==> src/hdl/fsmc_regs.svh <==
// register offsets, field positions, reset values, clock rate and booster frequencies
`ifndef FSMC_REGS_SVH
`define FSMC_REGS_SVH
`define FSMC_CTRL_OFF 8'h00
`define FSMC_CFG_OFF 8'h04
`define FSMC_STAT_OFF 8'h08
`define FSMC_INTS_OFF 8'h0c
`define FSMC_INTM_OFF 8'h10
`define FSMC_MODE_RST 3'h0
`define FSMC_STAT_FSO 0
`define FSMC_STAT_ERR 1
`define FSMC_STAT_SAFE 2
`define FSMC_STAT_SA 3
`define FSMC_RESP_OK 2'h0
`define FSMC_RESP_ERR 2'h2
// clock rate in kHz, booster frequencies in units of 0.1 kHz
`define FSMC_CLK_KHZ 100000
`define FSMC_F0 2000
`define FSMC_F1 2941
`define FSMC_F2 4167
`define FSMC_F3 5000
`define FSMC_F4 6250
`define FSMC_F5 7143
`define FSMC_F6 8330
`define FSMC_F7 10000
`endif

==> src/hdl/fsmc_pkg.sv <==
// types shared by the fail-safe mode controller
package fsmc_pkg;
   typedef struct packed {
      logic [2:0] freq;   // safe_boost_freq_select
      logic       pinsel; // pin_function_select
      logic [2:0] mode;   // safe_mode_select
   } fsmc_ctrl_t;
   typedef struct packed {
      logic [9:0] cfg;
      fsmc_ctrl_t ctrl;
   } fsmc_image_t;
   typedef enum logic [1:0] {FSMC_INIT, FSMC_NORMAL, FSMC_SAFE} fsmc_state_t;
   typedef struct packed {
      logic err;
      logic exit_ev;
      logic entry;
   } fsmc_irq_t;
endpackage

==> src/hdl/fsmc_pwm.sv <==
// internal booster pwm source, 50% duty
`timescale 1ns/1ns
`default_nettype none
`include "fsmc_regs.svh"
module fsmc_pwm (
   input  wire logic       clock_i,
   input  wire logic       srst_i,
   input  wire logic       en_i,
   input  wire logic [2:0] freq_i,
   output var  logic       pwm_o
);
   logic [8:0] cnt;

   // half period in clock cycles, rounded down
   function automatic logic [8:0] f_half(input logic [2:0] f);
      int unsigned d;
      unique case (f)
         3'h0: d = `FSMC_F0;
         3'h1: d = `FSMC_F1;
         3'h2: d = `FSMC_F2;
         3'h3: d = `FSMC_F3;
         3'h4: d = `FSMC_F4;
         3'h5: d = `FSMC_F5;
         3'h6: d = `FSMC_F6;
         3'h7: d = `FSMC_F7;
      endcase
      return 9'((`FSMC_CLK_KHZ * 10) / (2 * d));
   endfunction

   // equal high and low halves give the 50% duty
   always_ff @(posedge clock_i)
   begin
      if (srst_i || !en_i)
      begin
         cnt   <= 9'h0;
         pwm_o <= 1'b0;
      end
      else if (cnt >= f_half(freq_i) - 9'h1)
      begin
         cnt   <= 9'h0;
         pwm_o <= ~pwm_o;
      end
      else
         cnt <= cnt + 9'h1;
   end
endmodule // fsmc_pwm
`default_nettype wire

==> src/hdl/fsmc_ctrl.sv <==
// fail-safe and stand-alone mode controller with axi4-lite registers
//
// Chosen here: the AXI4-Lite register port and the address map.
`timescale 1ns/1ns
`default_nettype none
`include "fsmc_regs.svh"
module fsmc_ctrl (
   input  wire logic                 clock_i,
   input  wire logic                 srst_i,
   input  wire logic                 axi_awvalid_i,
   output var  logic                 axi_awready_o,
   input  wire logic [7:0]           axi_awaddr_i,
   input  wire logic                 axi_wvalid_i,
   output var  logic                 axi_wready_o,
   input  wire logic [31:0]          axi_wdata_i,
   input  wire logic [3:0]           axi_wstrb_i,
   output var  logic                 axi_bvalid_o,
   input  wire logic                 axi_bready_i,
   output var  logic [1:0]           axi_bresp_o,
   input  wire logic                 axi_arvalid_i,
   output var  logic                 axi_arready_o,
   input  wire logic [7:0]           axi_araddr_i,
   output var  logic                 axi_rvalid_o,
   input  wire logic                 axi_rready_i,
   output var  logic [31:0]          axi_rdata_o,
   output var  logic [1:0]           axi_rresp_o,
   input  wire fsmc_pkg::fsmc_image_t otp_image_i,
   input  wire logic                 otp_locked_i,
   input  wire logic                 safe_entry_pin_i,
   input  wire logic                 frame_err_i,
   output var  fsmc_pkg::fsmc_image_t ctrl_o,
   output var  logic                 safe_active_o,
   output var  logic                 standalone_o,
   output var  logic                 boost_src_int_o,
   output var  logic                 boost_pwm_o,
   output var  logic                 irq_o
);
   // ==========================================================
   // decode helpers
   function automatic logic f_hit(input logic [7:0] a, input logic [7:0] off);
      return a[7:2] == off[7:2];
   endfunction

   // modes whose safe state blocks serial writes
   function automatic logic f_locked(input logic [2:0] m);
      return !m[0] && (m[2:1] != 2'b00);
   endfunction

   // modes whose pin may enter safe mode
   function automatic logic f_pin_mode(input logic [2:0] m);
      return (m >= 3'h2) && (m != 3'h6);
   endfunction

   // modes that start from one-time memory contents
   function automatic logic f_otp_load(input logic [2:0] m);
      return (m == 3'h1) || m[2];
   endfunction

   function automatic logic [31:0] f_merge(input logic [31:0] o,
                                           input logic [31:0] n,
                                           input logic [3:0]  s);
      logic [31:0] r;
      r = o;
      for (int i = 0; i < 4; i++)
         if (s[i])
            r[8*i +: 8] = n[8*i +: 8];
      return r;
   endfunction

   // ==========================================================
   // safe entry pin synchroniser
   logic [1:0] pin_sync;
   logic       pin_prev;

   // idle level is high, so reset to one avoids a false edge
   always_ff @(posedge clock_i)
   begin
      if (srst_i)
      begin
         pin_sync <= 2'b11;
         pin_prev <= 1'b1;
      end
      else
      begin
         pin_sync <= {pin_sync[0], safe_entry_pin_i};
         pin_prev <= pin_sync[1];
      end
   end

   logic pin_fall;
   logic pin_rise;
   assign pin_fall = pin_prev & ~pin_sync[1];
   assign pin_rise = ~pin_prev & pin_sync[1];

   // ==========================================================
   // bus handshakes
   fsmc_pkg::fsmc_state_t state;
   fsmc_pkg::fsmc_state_t next_state;
   logic                  wr_fire;
   logic                  rd_fire;
   logic                  blocked;
   logic                  wr_ctrl;
   logic                  wr_cfg;
   logic [31:0]           wr_val;
   logic [2:0]            boot_mode;
   logic                  enter_pin;
   logic                  exit_pin;
   logic                  exit_wr;

   assign wr_fire = axi_awready_o & axi_awvalid_i;
   assign rd_fire = axi_arready_o & axi_arvalid_i;
   assign blocked = (state == fsmc_pkg::FSMC_SAFE) && f_locked(ctrl_o.ctrl.mode);
   // a locked control or cfg write is answered okay but changes nothing
   assign wr_ctrl = wr_fire && f_hit(axi_awaddr_i, `FSMC_CTRL_OFF) && !blocked;
   assign wr_cfg  = wr_fire && f_hit(axi_awaddr_i, `FSMC_CFG_OFF) && !blocked;
   assign wr_val  = f_merge({25'h0, ctrl_o.ctrl}, axi_wdata_i, axi_wstrb_i);

   // slave waits for address and data together, then takes both
   always_ff @(posedge clock_i)
   begin
      if (srst_i)
      begin
         axi_awready_o <= 1'b0;
         axi_wready_o  <= 1'b0;
      end
      else
      begin
         axi_awready_o <= !axi_awready_o && axi_awvalid_i && axi_wvalid_i && !axi_bvalid_o;
         axi_wready_o  <= !axi_awready_o && axi_awvalid_i && axi_wvalid_i && !axi_bvalid_o;
      end
   end

   // write response
   always_ff @(posedge clock_i)
   begin
      if (srst_i)
      begin
         axi_bvalid_o <= 1'b0;
         axi_bresp_o  <= `FSMC_RESP_OK;
      end
      else if (wr_fire)
      begin
         axi_bvalid_o <= 1'b1;
         axi_bresp_o  <= (axi_awaddr_i > `FSMC_INTM_OFF + 8'h3) ? `FSMC_RESP_ERR : `FSMC_RESP_OK;
      end
      else if (axi_bready_i)
         axi_bvalid_o <= 1'b0;
   end

   // ==========================================================
   // mode state machine
   assign boot_mode = otp_locked_i ? otp_image_i.ctrl.mode : `FSMC_MODE_RST;
   assign enter_pin = pin_fall && f_pin_mode(ctrl_o.ctrl.mode) && !ctrl_o.ctrl.pinsel
                      && otp_locked_i;
   assign exit_pin  = pin_rise && !standalone_o && !ctrl_o.ctrl.pinsel;
   assign exit_wr   = wr_ctrl && ((wr_val[2:0] <= 3'h1) || wr_val[3]);

   always_comb
   begin
      next_state = state;
      unique case (state)
         fsmc_pkg::FSMC_INIT:
            next_state = (boot_mode[2:1] == 2'b11) ? fsmc_pkg::FSMC_SAFE
                                                   : fsmc_pkg::FSMC_NORMAL;
         fsmc_pkg::FSMC_NORMAL:
            if (enter_pin)
               next_state = fsmc_pkg::FSMC_SAFE;
         fsmc_pkg::FSMC_SAFE:
            if (exit_pin || exit_wr)
               next_state = fsmc_pkg::FSMC_NORMAL;
      endcase
   end

   logic entry_ev;
   logic exit_ev;
   assign entry_ev = (next_state == fsmc_pkg::FSMC_SAFE) && (state != fsmc_pkg::FSMC_SAFE);
   assign exit_ev  = (next_state != fsmc_pkg::FSMC_SAFE) && (state == fsmc_pkg::FSMC_SAFE);

   // state and the pwm source select move together
   always_ff @(posedge clock_i)
   begin
      if (srst_i)
      begin
         state           <= fsmc_pkg::FSMC_INIT;
         safe_active_o   <= 1'b0;
         boost_src_int_o <= 1'b0;
         standalone_o    <= 1'b0;
      end
      else
      begin
         state           <= next_state;
         safe_active_o   <= next_state == fsmc_pkg::FSMC_SAFE;
         boost_src_int_o <= next_state == fsmc_pkg::FSMC_SAFE;
         if (state == fsmc_pkg::FSMC_INIT)
            standalone_o <= next_state == fsmc_pkg::FSMC_SAFE;
         else if (exit_ev)
            standalone_o <= 1'b0;
      end
   end

   // ==========================================================
   // control registers
   always_ff @(posedge clock_i)
   begin
      if (srst_i)
         ctrl_o <= '0;
      else if (state == fsmc_pkg::FSMC_INIT)
      begin
         ctrl_o <= f_otp_load(boot_mode) ? otp_image_i : '0;
         ctrl_o.ctrl.mode <= boot_mode;
      end
      else if (enter_pin && state == fsmc_pkg::FSMC_NORMAL)
      begin
         // mode field keeps its live value across the reload
         ctrl_o <= otp_image_i;
         ctrl_o.ctrl.mode <= ctrl_o.ctrl.mode;
      end
      else if (wr_ctrl)
         ctrl_o.ctrl <= wr_val[6:0];
      else if (wr_cfg)
         ctrl_o.cfg <= axi_wdata_i[9:0];
   end

   // ==========================================================
   // status flags, set wins over clear-on-read
   logic fso_flag;
   logic serial_error_flag;
   logic rd_stat;
   assign rd_stat = rd_fire && f_hit(axi_araddr_i, `FSMC_STAT_OFF) && !blocked;

   always_ff @(posedge clock_i)
   begin
      if (srst_i)
      begin
         fso_flag          <= 1'b0;
         serial_error_flag <= 1'b0;
      end
      else
      begin
         fso_flag          <= entry_ev || (fso_flag && !rd_stat);
         serial_error_flag <= frame_err_i || (serial_error_flag && !rd_stat);
      end
   end

   // ==========================================================
   // interrupt status and mask
   fsmc_pkg::fsmc_irq_t int_stat;
   fsmc_pkg::fsmc_irq_t int_mask;
   fsmc_pkg::fsmc_irq_t next_int;
   logic [2:0]          w1c;

   assign w1c      = (wr_fire && f_hit(axi_awaddr_i, `FSMC_INTS_OFF) && axi_wstrb_i[0])
                     ? axi_wdata_i[2:0] : 3'h0;
   assign next_int = (int_stat & ~w1c) | {frame_err_i, exit_ev, entry_ev};

   always_ff @(posedge clock_i)
   begin
      if (srst_i)
      begin
         int_stat <= '0;
         int_mask <= '0;
         irq_o    <= 1'b0;
      end
      else
      begin
         int_stat <= next_int;
         irq_o    <= |(next_int & int_mask);
         if (wr_fire && f_hit(axi_awaddr_i, `FSMC_INTM_OFF) && axi_wstrb_i[0])
            int_mask <= axi_wdata_i[2:0];
      end
   end

   // ==========================================================
   // read path, data and response one cycle after arready
   always_ff @(posedge clock_i)
   begin
      if (srst_i)
      begin
         axi_arready_o <= 1'b0;
         axi_rvalid_o  <= 1'b0;
         axi_rdata_o   <= 32'h0;
         axi_rresp_o   <= `FSMC_RESP_OK;
      end
      else
      begin
         axi_arready_o <= !axi_arready_o && axi_arvalid_i && !axi_rvalid_o;
         if (rd_fire)
         begin
            axi_rvalid_o <= 1'b1;
            axi_rresp_o  <= `FSMC_RESP_OK;
            axi_rdata_o  <= 32'h0;
            if (f_hit(axi_araddr_i, `FSMC_CTRL_OFF))
               axi_rdata_o[6:0] <= ctrl_o.ctrl;
            else if (f_hit(axi_araddr_i, `FSMC_CFG_OFF))
               axi_rdata_o[9:0] <= ctrl_o.cfg;
            else if (f_hit(axi_araddr_i, `FSMC_STAT_OFF))
               axi_rdata_o[3:0] <= {standalone_o, safe_active_o, serial_error_flag, fso_flag};
            else if (f_hit(axi_araddr_i, `FSMC_INTS_OFF))
               axi_rdata_o[2:0] <= int_stat;
            else if (f_hit(axi_araddr_i, `FSMC_INTM_OFF))
               axi_rdata_o[2:0] <= int_mask;
            else
               axi_rresp_o <= `FSMC_RESP_ERR;
         end
         else if (axi_rready_i)
            axi_rvalid_o <= 1'b0;
      end
   end

   // ==========================================================
   // internal booster pwm
   fsmc_pwm u_pwm (
      .clock_i (clock_i),
      .srst_i  (srst_i),
      .en_i    (boost_src_int_o),
      .freq_i  (ctrl_o.ctrl.freq),
      .pwm_o   (boost_pwm_o)
   );
endmodule // fsmc_ctrl
`default_nettype wire

==> config.mk <==
export PLATFORM = sky130hd
export DESIGN_NAME = fsmc_ctrl
export DESIGN_NICKNAME = d
export VERILOG_FILES = /design/src/hdl/fsmc_pkg.sv /design/src/hdl/fsmc_pwm.sv /design/src/hdl/fsmc_ctrl.sv
export VERILOG_INCLUDE_DIRS = /design/src /design/src/hdl
export SDC_FILE = /design/constraint.sdc
export NUM_CORES = 1
export LEC_CHECK = 0
export ABC_AREA = 1
export ABC_CLOCK_PERIOD_IN_PS = 82900
export BUFFER_PORTS_ARGS = -buffer_cell sky130_fd_sc_hd__buf_2
export CAP_MARGIN = 20
export CORE_MARGIN = 10
export CORE_UTILIZATION = 65
export CTS_CLUSTER_SIZE = 40
export DETAILED_ROUTE_END_ITERATION = 7
export PLACE_DENSITY = 0.88
export SETUP_SLACK_MARGIN = 0.02
export SKIP_CTS_REPAIR_TIMING = 1
export SYNTH_ARGS = -nofsm -noshare
export SYNTH_HDL_FRONTEND = slang
export SYNTH_SLANG_ARGS = --single-unit
==> constraint.sdc <==
create_clock -name clock_i -period 82.9 [get_ports clock_i]
set_input_delay 8.29 -clock clock_i [delete_from_list [all_inputs] [get_ports clock_i]]
set_output_delay 8.29 -clock clock_i [all_outputs]
set_load 0.01 [all_outputs]
==> results of run 1 <==
logic make-up after synthesis:
logic type	Yosys count	synth area share
compound gates	924	0.193
xor+xnor	262	0.0853
fa+ha+maj	330	0.152
buf+inv	787	0.125
flops	70	0.0516
other cells	1	0.000138
simple gates	2254	0.393
per-layer routing:
| metal | vias up | global-route usage | wire length, µm |
|---|---|---|---|
| li1 | 15393 | - | - |
| met1 | 13412 | 0.379 | 33900 |
| met3 | 121 | 0.0310 | 5500 |
| met4 | 0 | 0.0643 | 1620 |
| met5 | - | 0 | 0 |
| met2 | 909 | 0.476 | 32800 |
worst paths after layout:
kind | endpoint | slack (ns) | cells after the start
worst max register to register | u_pwm.cnt[4] | 10.67 | 417
worst min register to register | axi_arready_o | 0.45 | 1
worst max-delay path | u_pwm.cnt[4] | 10.67 | 417
worst min-delay path | axi_arready_o | 0.45 | 1
cell usage in the layout, fill, tap and decap left out, drive strengths merged, types with 101 or more instances in the layout:
master / instances
nand2: 1230
buf: 107
nand3: 355
ha: 330
xor2: 161
inv: 668
nor2: 426
nand4: 107
o21ai: 386
xnor2: 101
a21oi: 332
stage by stage:
step                      cells   util  worst slack, ns  hold WS [ns]
after floorplan            4651      -            21.14         0.389
after global placement     5179  0.674            13.17         0.391
after detailed placement   5179  0.674            12.05         0.404
after CTS                  5195  0.682            11.64         0.447
after global routing       5196  0.682             3.38         0.468
final                      5196  0.682            10.67         0.446
area by class of cell:
| class | instances | area [µm²] |
|---|---|---|
| multi-input combinational | 3794 | 22500 |
| fill | 3877 | 13100 |
| clock inverter | 7 | 105 |
| tap | 532 | 666 |
| clock buffer | 9 | 225 |
| timing repair buffer | 107 | 581 |
| sequential | 70 | 1400 |
| inverter | 677 | 2570 |
==> metrics.csv, run 1 <==
stage,metric,value,unit
run_status,status,completed,
worst_setup_path,Critical Path RT,83.16,ns
yosys,synth top area cells,"nand2_1, ha_1, inv_1, o21ai_0, a21oi_1",
worst_setup_path,"Slowest-stage cell, CP",nor2_1,
route,drt initial violations,2231,
sta,Rel. slew slack,0.269,
yosys,Yosys top cell by area,nand2_1,
worst_setup_path,Crit path buffers/inverters,51,
cts,clock latency on the worst-skew pair,0.34,ns
sta,"Hold Violations, Final",0,
yosys,sequential share of the synthesized area,0.0516,
route,post-DR vias/cell,5.74,
worst_setup_path,Crit. End Element,register,
cts,clock transition at the registers of the reported paths,0.06,ns
worst_setup_path,CP peak stage delay,0.72,ns
cts,clock root buffer,clkbuf_16,
grt,GR Overflow Total,0,
worst_setup_path,Crit Path Class,reg2reg,
floorplanning,Die Y,224,µm
yosys,top-count cell post-synth,nand2_1,
sta,Least-Margin Pin Slew,1.10,ns
cts,number of CTS-inserted buffers,9,
yosys,Syn Area/Cell,5.87,µm²
floorplanning,FP Rows,74,
grt,first-pass GRT wire length,124000,µm
cts,CTS H-tree lvls,3,
sta,period utilization,0.871,
route,DRT antenna net count,0,
placement,routability cong.,0.970,
yosys,Syn Inst Count,4628,
yosys,Synth Flop Type,dfxtp_1,
worst_setup_path,worst path arrival time,72.49,ns
sta,Worst Skew,0.00946,ns
yosys,Synth top area share,0.153,
flow_run,max-cap check violation count,0,
layout,Final nets,5068,
layout,Final Instance Area,0.0280,mm²
floorplanning,core area,0.0411,mm²
layout,ratio of cells with drive above 1 in the final layout,0.104,
grt,Total GRT Usage,0.283,
route,routed vias,29835,
floorplanning,die area,0.0504,mm²
cts,CTS Buffer Depth,2,
grt,antenna violations before repair,0,
worst_hold_path,HP Start,axi_arready_o,
layout,Layout area overhead,3.17,%
yosys,Seq cells post-synth,70,
grt,largest net degree at the start of global routing,48,
grt,vias in the first global route,27116,
yosys,asr flop ratio synth,0,
sta,f_max,0.0138,GHz
floorplanning,I/O Pins,142,
sta,crit path time final,72.23,ns
cts,CTS sink count,70,
floorplanning,Starting Density,0.661,
worst_setup_path,most frequent CP cell,nand2_1,
yosys,Yosys warning total,0,
worst_setup_path,Startpoint Class,register,
yosys,Post-synth top cells,"nand2_1, inv_1, nor2_1",
route,final WL,73800,µm
sta,TNS Setup,0,ns
route,WL/cell,14.2,µm
yosys,synthesized area,0.0272,mm²
worst_setup_path,CP top delay family,compound AO/OA/AOI/OAI gates,
layout,ANT cells,0,
floorplanning,Die W,224,µm
sta,fin. max-slew vios,0,
yosys,Netlist cell types,75,
route,DR DRC count,0,
cts,CTS tree,done,
placement,DP Area,0.0277,mm²
sta,Final setup viols,0,
route,drt pass-1 iters,6,
worst_setup_path,CP Max Fanout,46,
placement,I/O Buffers,88,
worst_hold_path,Hold WC Path Type,reg2reg,
yosys,"EDFF count, synth",0,
sta,RSZ-0062 raised after global routing,false,
placement,DP Wirelength,58400,µm
Power of run 1 is left out: the tool's default activity adds up to more than one toggle a clock period on the data nets, which glitch-free logic cannot reach.
==> run 2, diff against run 1 <==
- CELL_PAD_IN_SITES_DETAIL_PLACEMENT: not set -> 1
- CELL_PAD_IN_SITES_GLOBAL_PLACEMENT: not set -> 2
- CORE_UTILIZATION: 65 -> 35
- PLACE_DENSITY: 0.88 -> 0.89
==> run 2 against run 1 <==
Effect of this change:
- core utilization decreased by 31 points
- sequential share of layout area decreased by 0.11 points
- via count decreased by 1.5%
- maximum frequency decreased by 0.25%
- final cell count increased by 9.8%
==> metrics.csv, run 2 (synthesized netlist as in run 1, its figures left out) <==
stage,metric,value,unit,change
placement,DP Area,0.0283,mm²,was 0.0277 mm²
worst_setup_path,CP Max Fanout,46,,unchanged
worst_setup_path,worst reg2reg endpoint,u_pwm.cnt[4],,unchanged
cts,CTS H-tree lvls,3,,unchanged
sta,Worst Skew,0.0164,ns,was 0.00946 ns
worst_setup_path,Crit. End Element,register,,unchanged
sta,fin. max-slew vios,0,,unchanged
grt,first-pass GRT wire length,146000,µm,was 124000 µm
sta,crit path time final,72.42,ns,was 72.23 ns
worst_setup_path,Startpoint Class,register,,unchanged
grt,GR Overflow Total,0,,unchanged
route,DRT antenna net count,0,,unchanged
floorplanning,Die Y,299,µm,was 224 µm
layout,"commonest non-fill, non-tap cells in the layout","nand2_1, inv_1, nor2_1",,unchanged
sta,period utilization,0.874,,was 0.871
sta,RSZ-0062 raised after global routing,false,,unchanged
layout,Final nets,5071,,was 5068
sta,TNS Setup,0,ns,unchanged
worst_setup_path,most frequent CP cell,nand2_1,,unchanged
placement,dpl cells,5691,,was 5179
grt,Total GRT Usage,0.189,,was 0.283
floorplanning,core area,0.0772,mm²,was 0.0411 mm²
sta,Least-Margin Pin Slew,0.965,ns,was 1.10 ns
worst_setup_path,"Slowest-stage cell, CP",nor2_1,,unchanged
layout,footprint of the multi-input gates,0.0225,mm²,about the same
layout,ANT cells,0,,unchanged
cts,CTS Buffer Depth,2,,unchanged
route,drt initial violations,1092,,was 2231
layout,# fillers,10730,,was 3877
layout,"commonest non-fill, non-tap cell in the layout",nand2_1,,unchanged
worst_setup_path,Critical Path RT,83.18,ns,was 83.16 ns
floorplanning,die area,0.0891,mm²,was 0.0504 mm²
worst_setup_path,worst path arrival time,72.70,ns,was 72.49 ns
placement,I/O Buffers,88,,unchanged
cts,CTS sink count,70,,unchanged
floorplanning,Starting Density,0.352,,was 0.661
route,WL/cell,15.3,µm,was 14.2 µm
worst_setup_path,R2R setup slack,10.48,ns,was 10.67 ns
route,DR DRC count,0,,unchanged
route,final WL,87100,µm,was 73800 µm
placement,DP Wirelength,72200,µm,was 58400 µm
worst_setup_path,R2R depth,425,,was 417
worst_setup_path,crit path capture,u_pwm.cnt[4],,unchanged
worst_hold_path,Hold WC Path Type,reg2reg,,unchanged
flow_run,max-cap check violation count,0,,unchanged
layout,Non-Filler Instances,5707,,was 5196
cts,clock transition at the registers of the reported paths,0.07,ns,was 0.06 ns
run_status,status,completed,,unchanged
worst_setup_path,Crit Path Class,reg2reg,,unchanged
sta,Final setup viols,0,,unchanged
cts,clock root buffer,clkbuf_16,,unchanged
cts,CTS tree,done,,unchanged
grt,largest net degree at the start of global routing,62,,was 48
grt,antenna violations before repair,1,,was 0
floorplanning,FP Rows,102,,was 74
worst_setup_path,CP peak stage delay,0.69,ns,was 0.72 ns
sta,Rel. slew slack,0.352,,was 0.269
route,post-DR vias/cell,5.15,,was 5.74
placement,routability cong.,0.857,,was 0.970
layout,Final Util,0.371,,was 0.682
sta,f_max,0.0138,GHz,about the same
layout,Layout area overhead,5.55,%,was 3.17%
floorplanning,Die W,299,µm,was 224 µm
floorplanning,I/O Pins,142,,unchanged
cts,clock latency on the worst-skew pair,0.36,ns,was 0.34 ns
route,drt pass-1 iters,5,,was 6
layout,Final Instance Area,0.0287,mm²,was 0.0280 mm²
sta,"Hold Violations, Final",0,,unchanged
layout,ratio of cells with drive above 1 in the final layout,0.105,,was 0.104
cts,number of CTS-inserted buffers,9,,unchanged
route,routed vias,29400,,was 29835
grt,vias in the first global route,29733,,was 27116
layout,register area,0.00140,mm²,unchanged
## run 2: critical path: cells and delay by family (launching register included)
kind	cells	cell delay (ns)
AOI/OAI and AO/OA	159	28.77
xor gates and xnor gates	1	0.15
adders and majority gates	31	10.02
buffers and inverters	53	8.39
DFF	1	0.32
and+or+nand+nor	181	24.38
## run 2: area by class of cell
cell class,count,area share
sequential,70,0.0489
clock buffer,10,0.00799
clock inverter,6,0.00327
timing repair buffer,110,0.0211
multi-input combinational,3794,0.783
inverter,677,0.0898
tap,1040,0.0454
## run 2: per-stage QoR
step / setup WS (ns) / hold slack [ns]
finish: 10.48 / 0.435
global placement: 11.87 / 0.422
CTS: 10.03 / 0.439
global route: 1.65 / 0.455
floorplan: 21.14 / 0.389
detailed placement: 10.30 / 0.430
## run 2: how the worst min path moves through the flow
stage                             start       endpoint  depth (start not counted)
after floorplan             pin_sync[0]    pin_sync[1]                          1
after global placement    axi_arready_o  axi_arready_o                          1
after detailed placement  axi_arready_o  axi_arready_o                          1
after CTS                 axi_arready_o  axi_arready_o                          1
after global routing      axi_arready_o  axi_arready_o                          1
final                     axi_arready_o  axi_arready_o                          1
## run 2: per-layer routing
metal	up-vias	routed length (µm)	track usage
li1	15340	-	-
met1	13816	42500	0.246
met2	192	42300	0.344
met3	52	1340	0.0108
met4	0	1010	0.0258
met5	-	0	0
Power of run 2 is left out for the same reason.
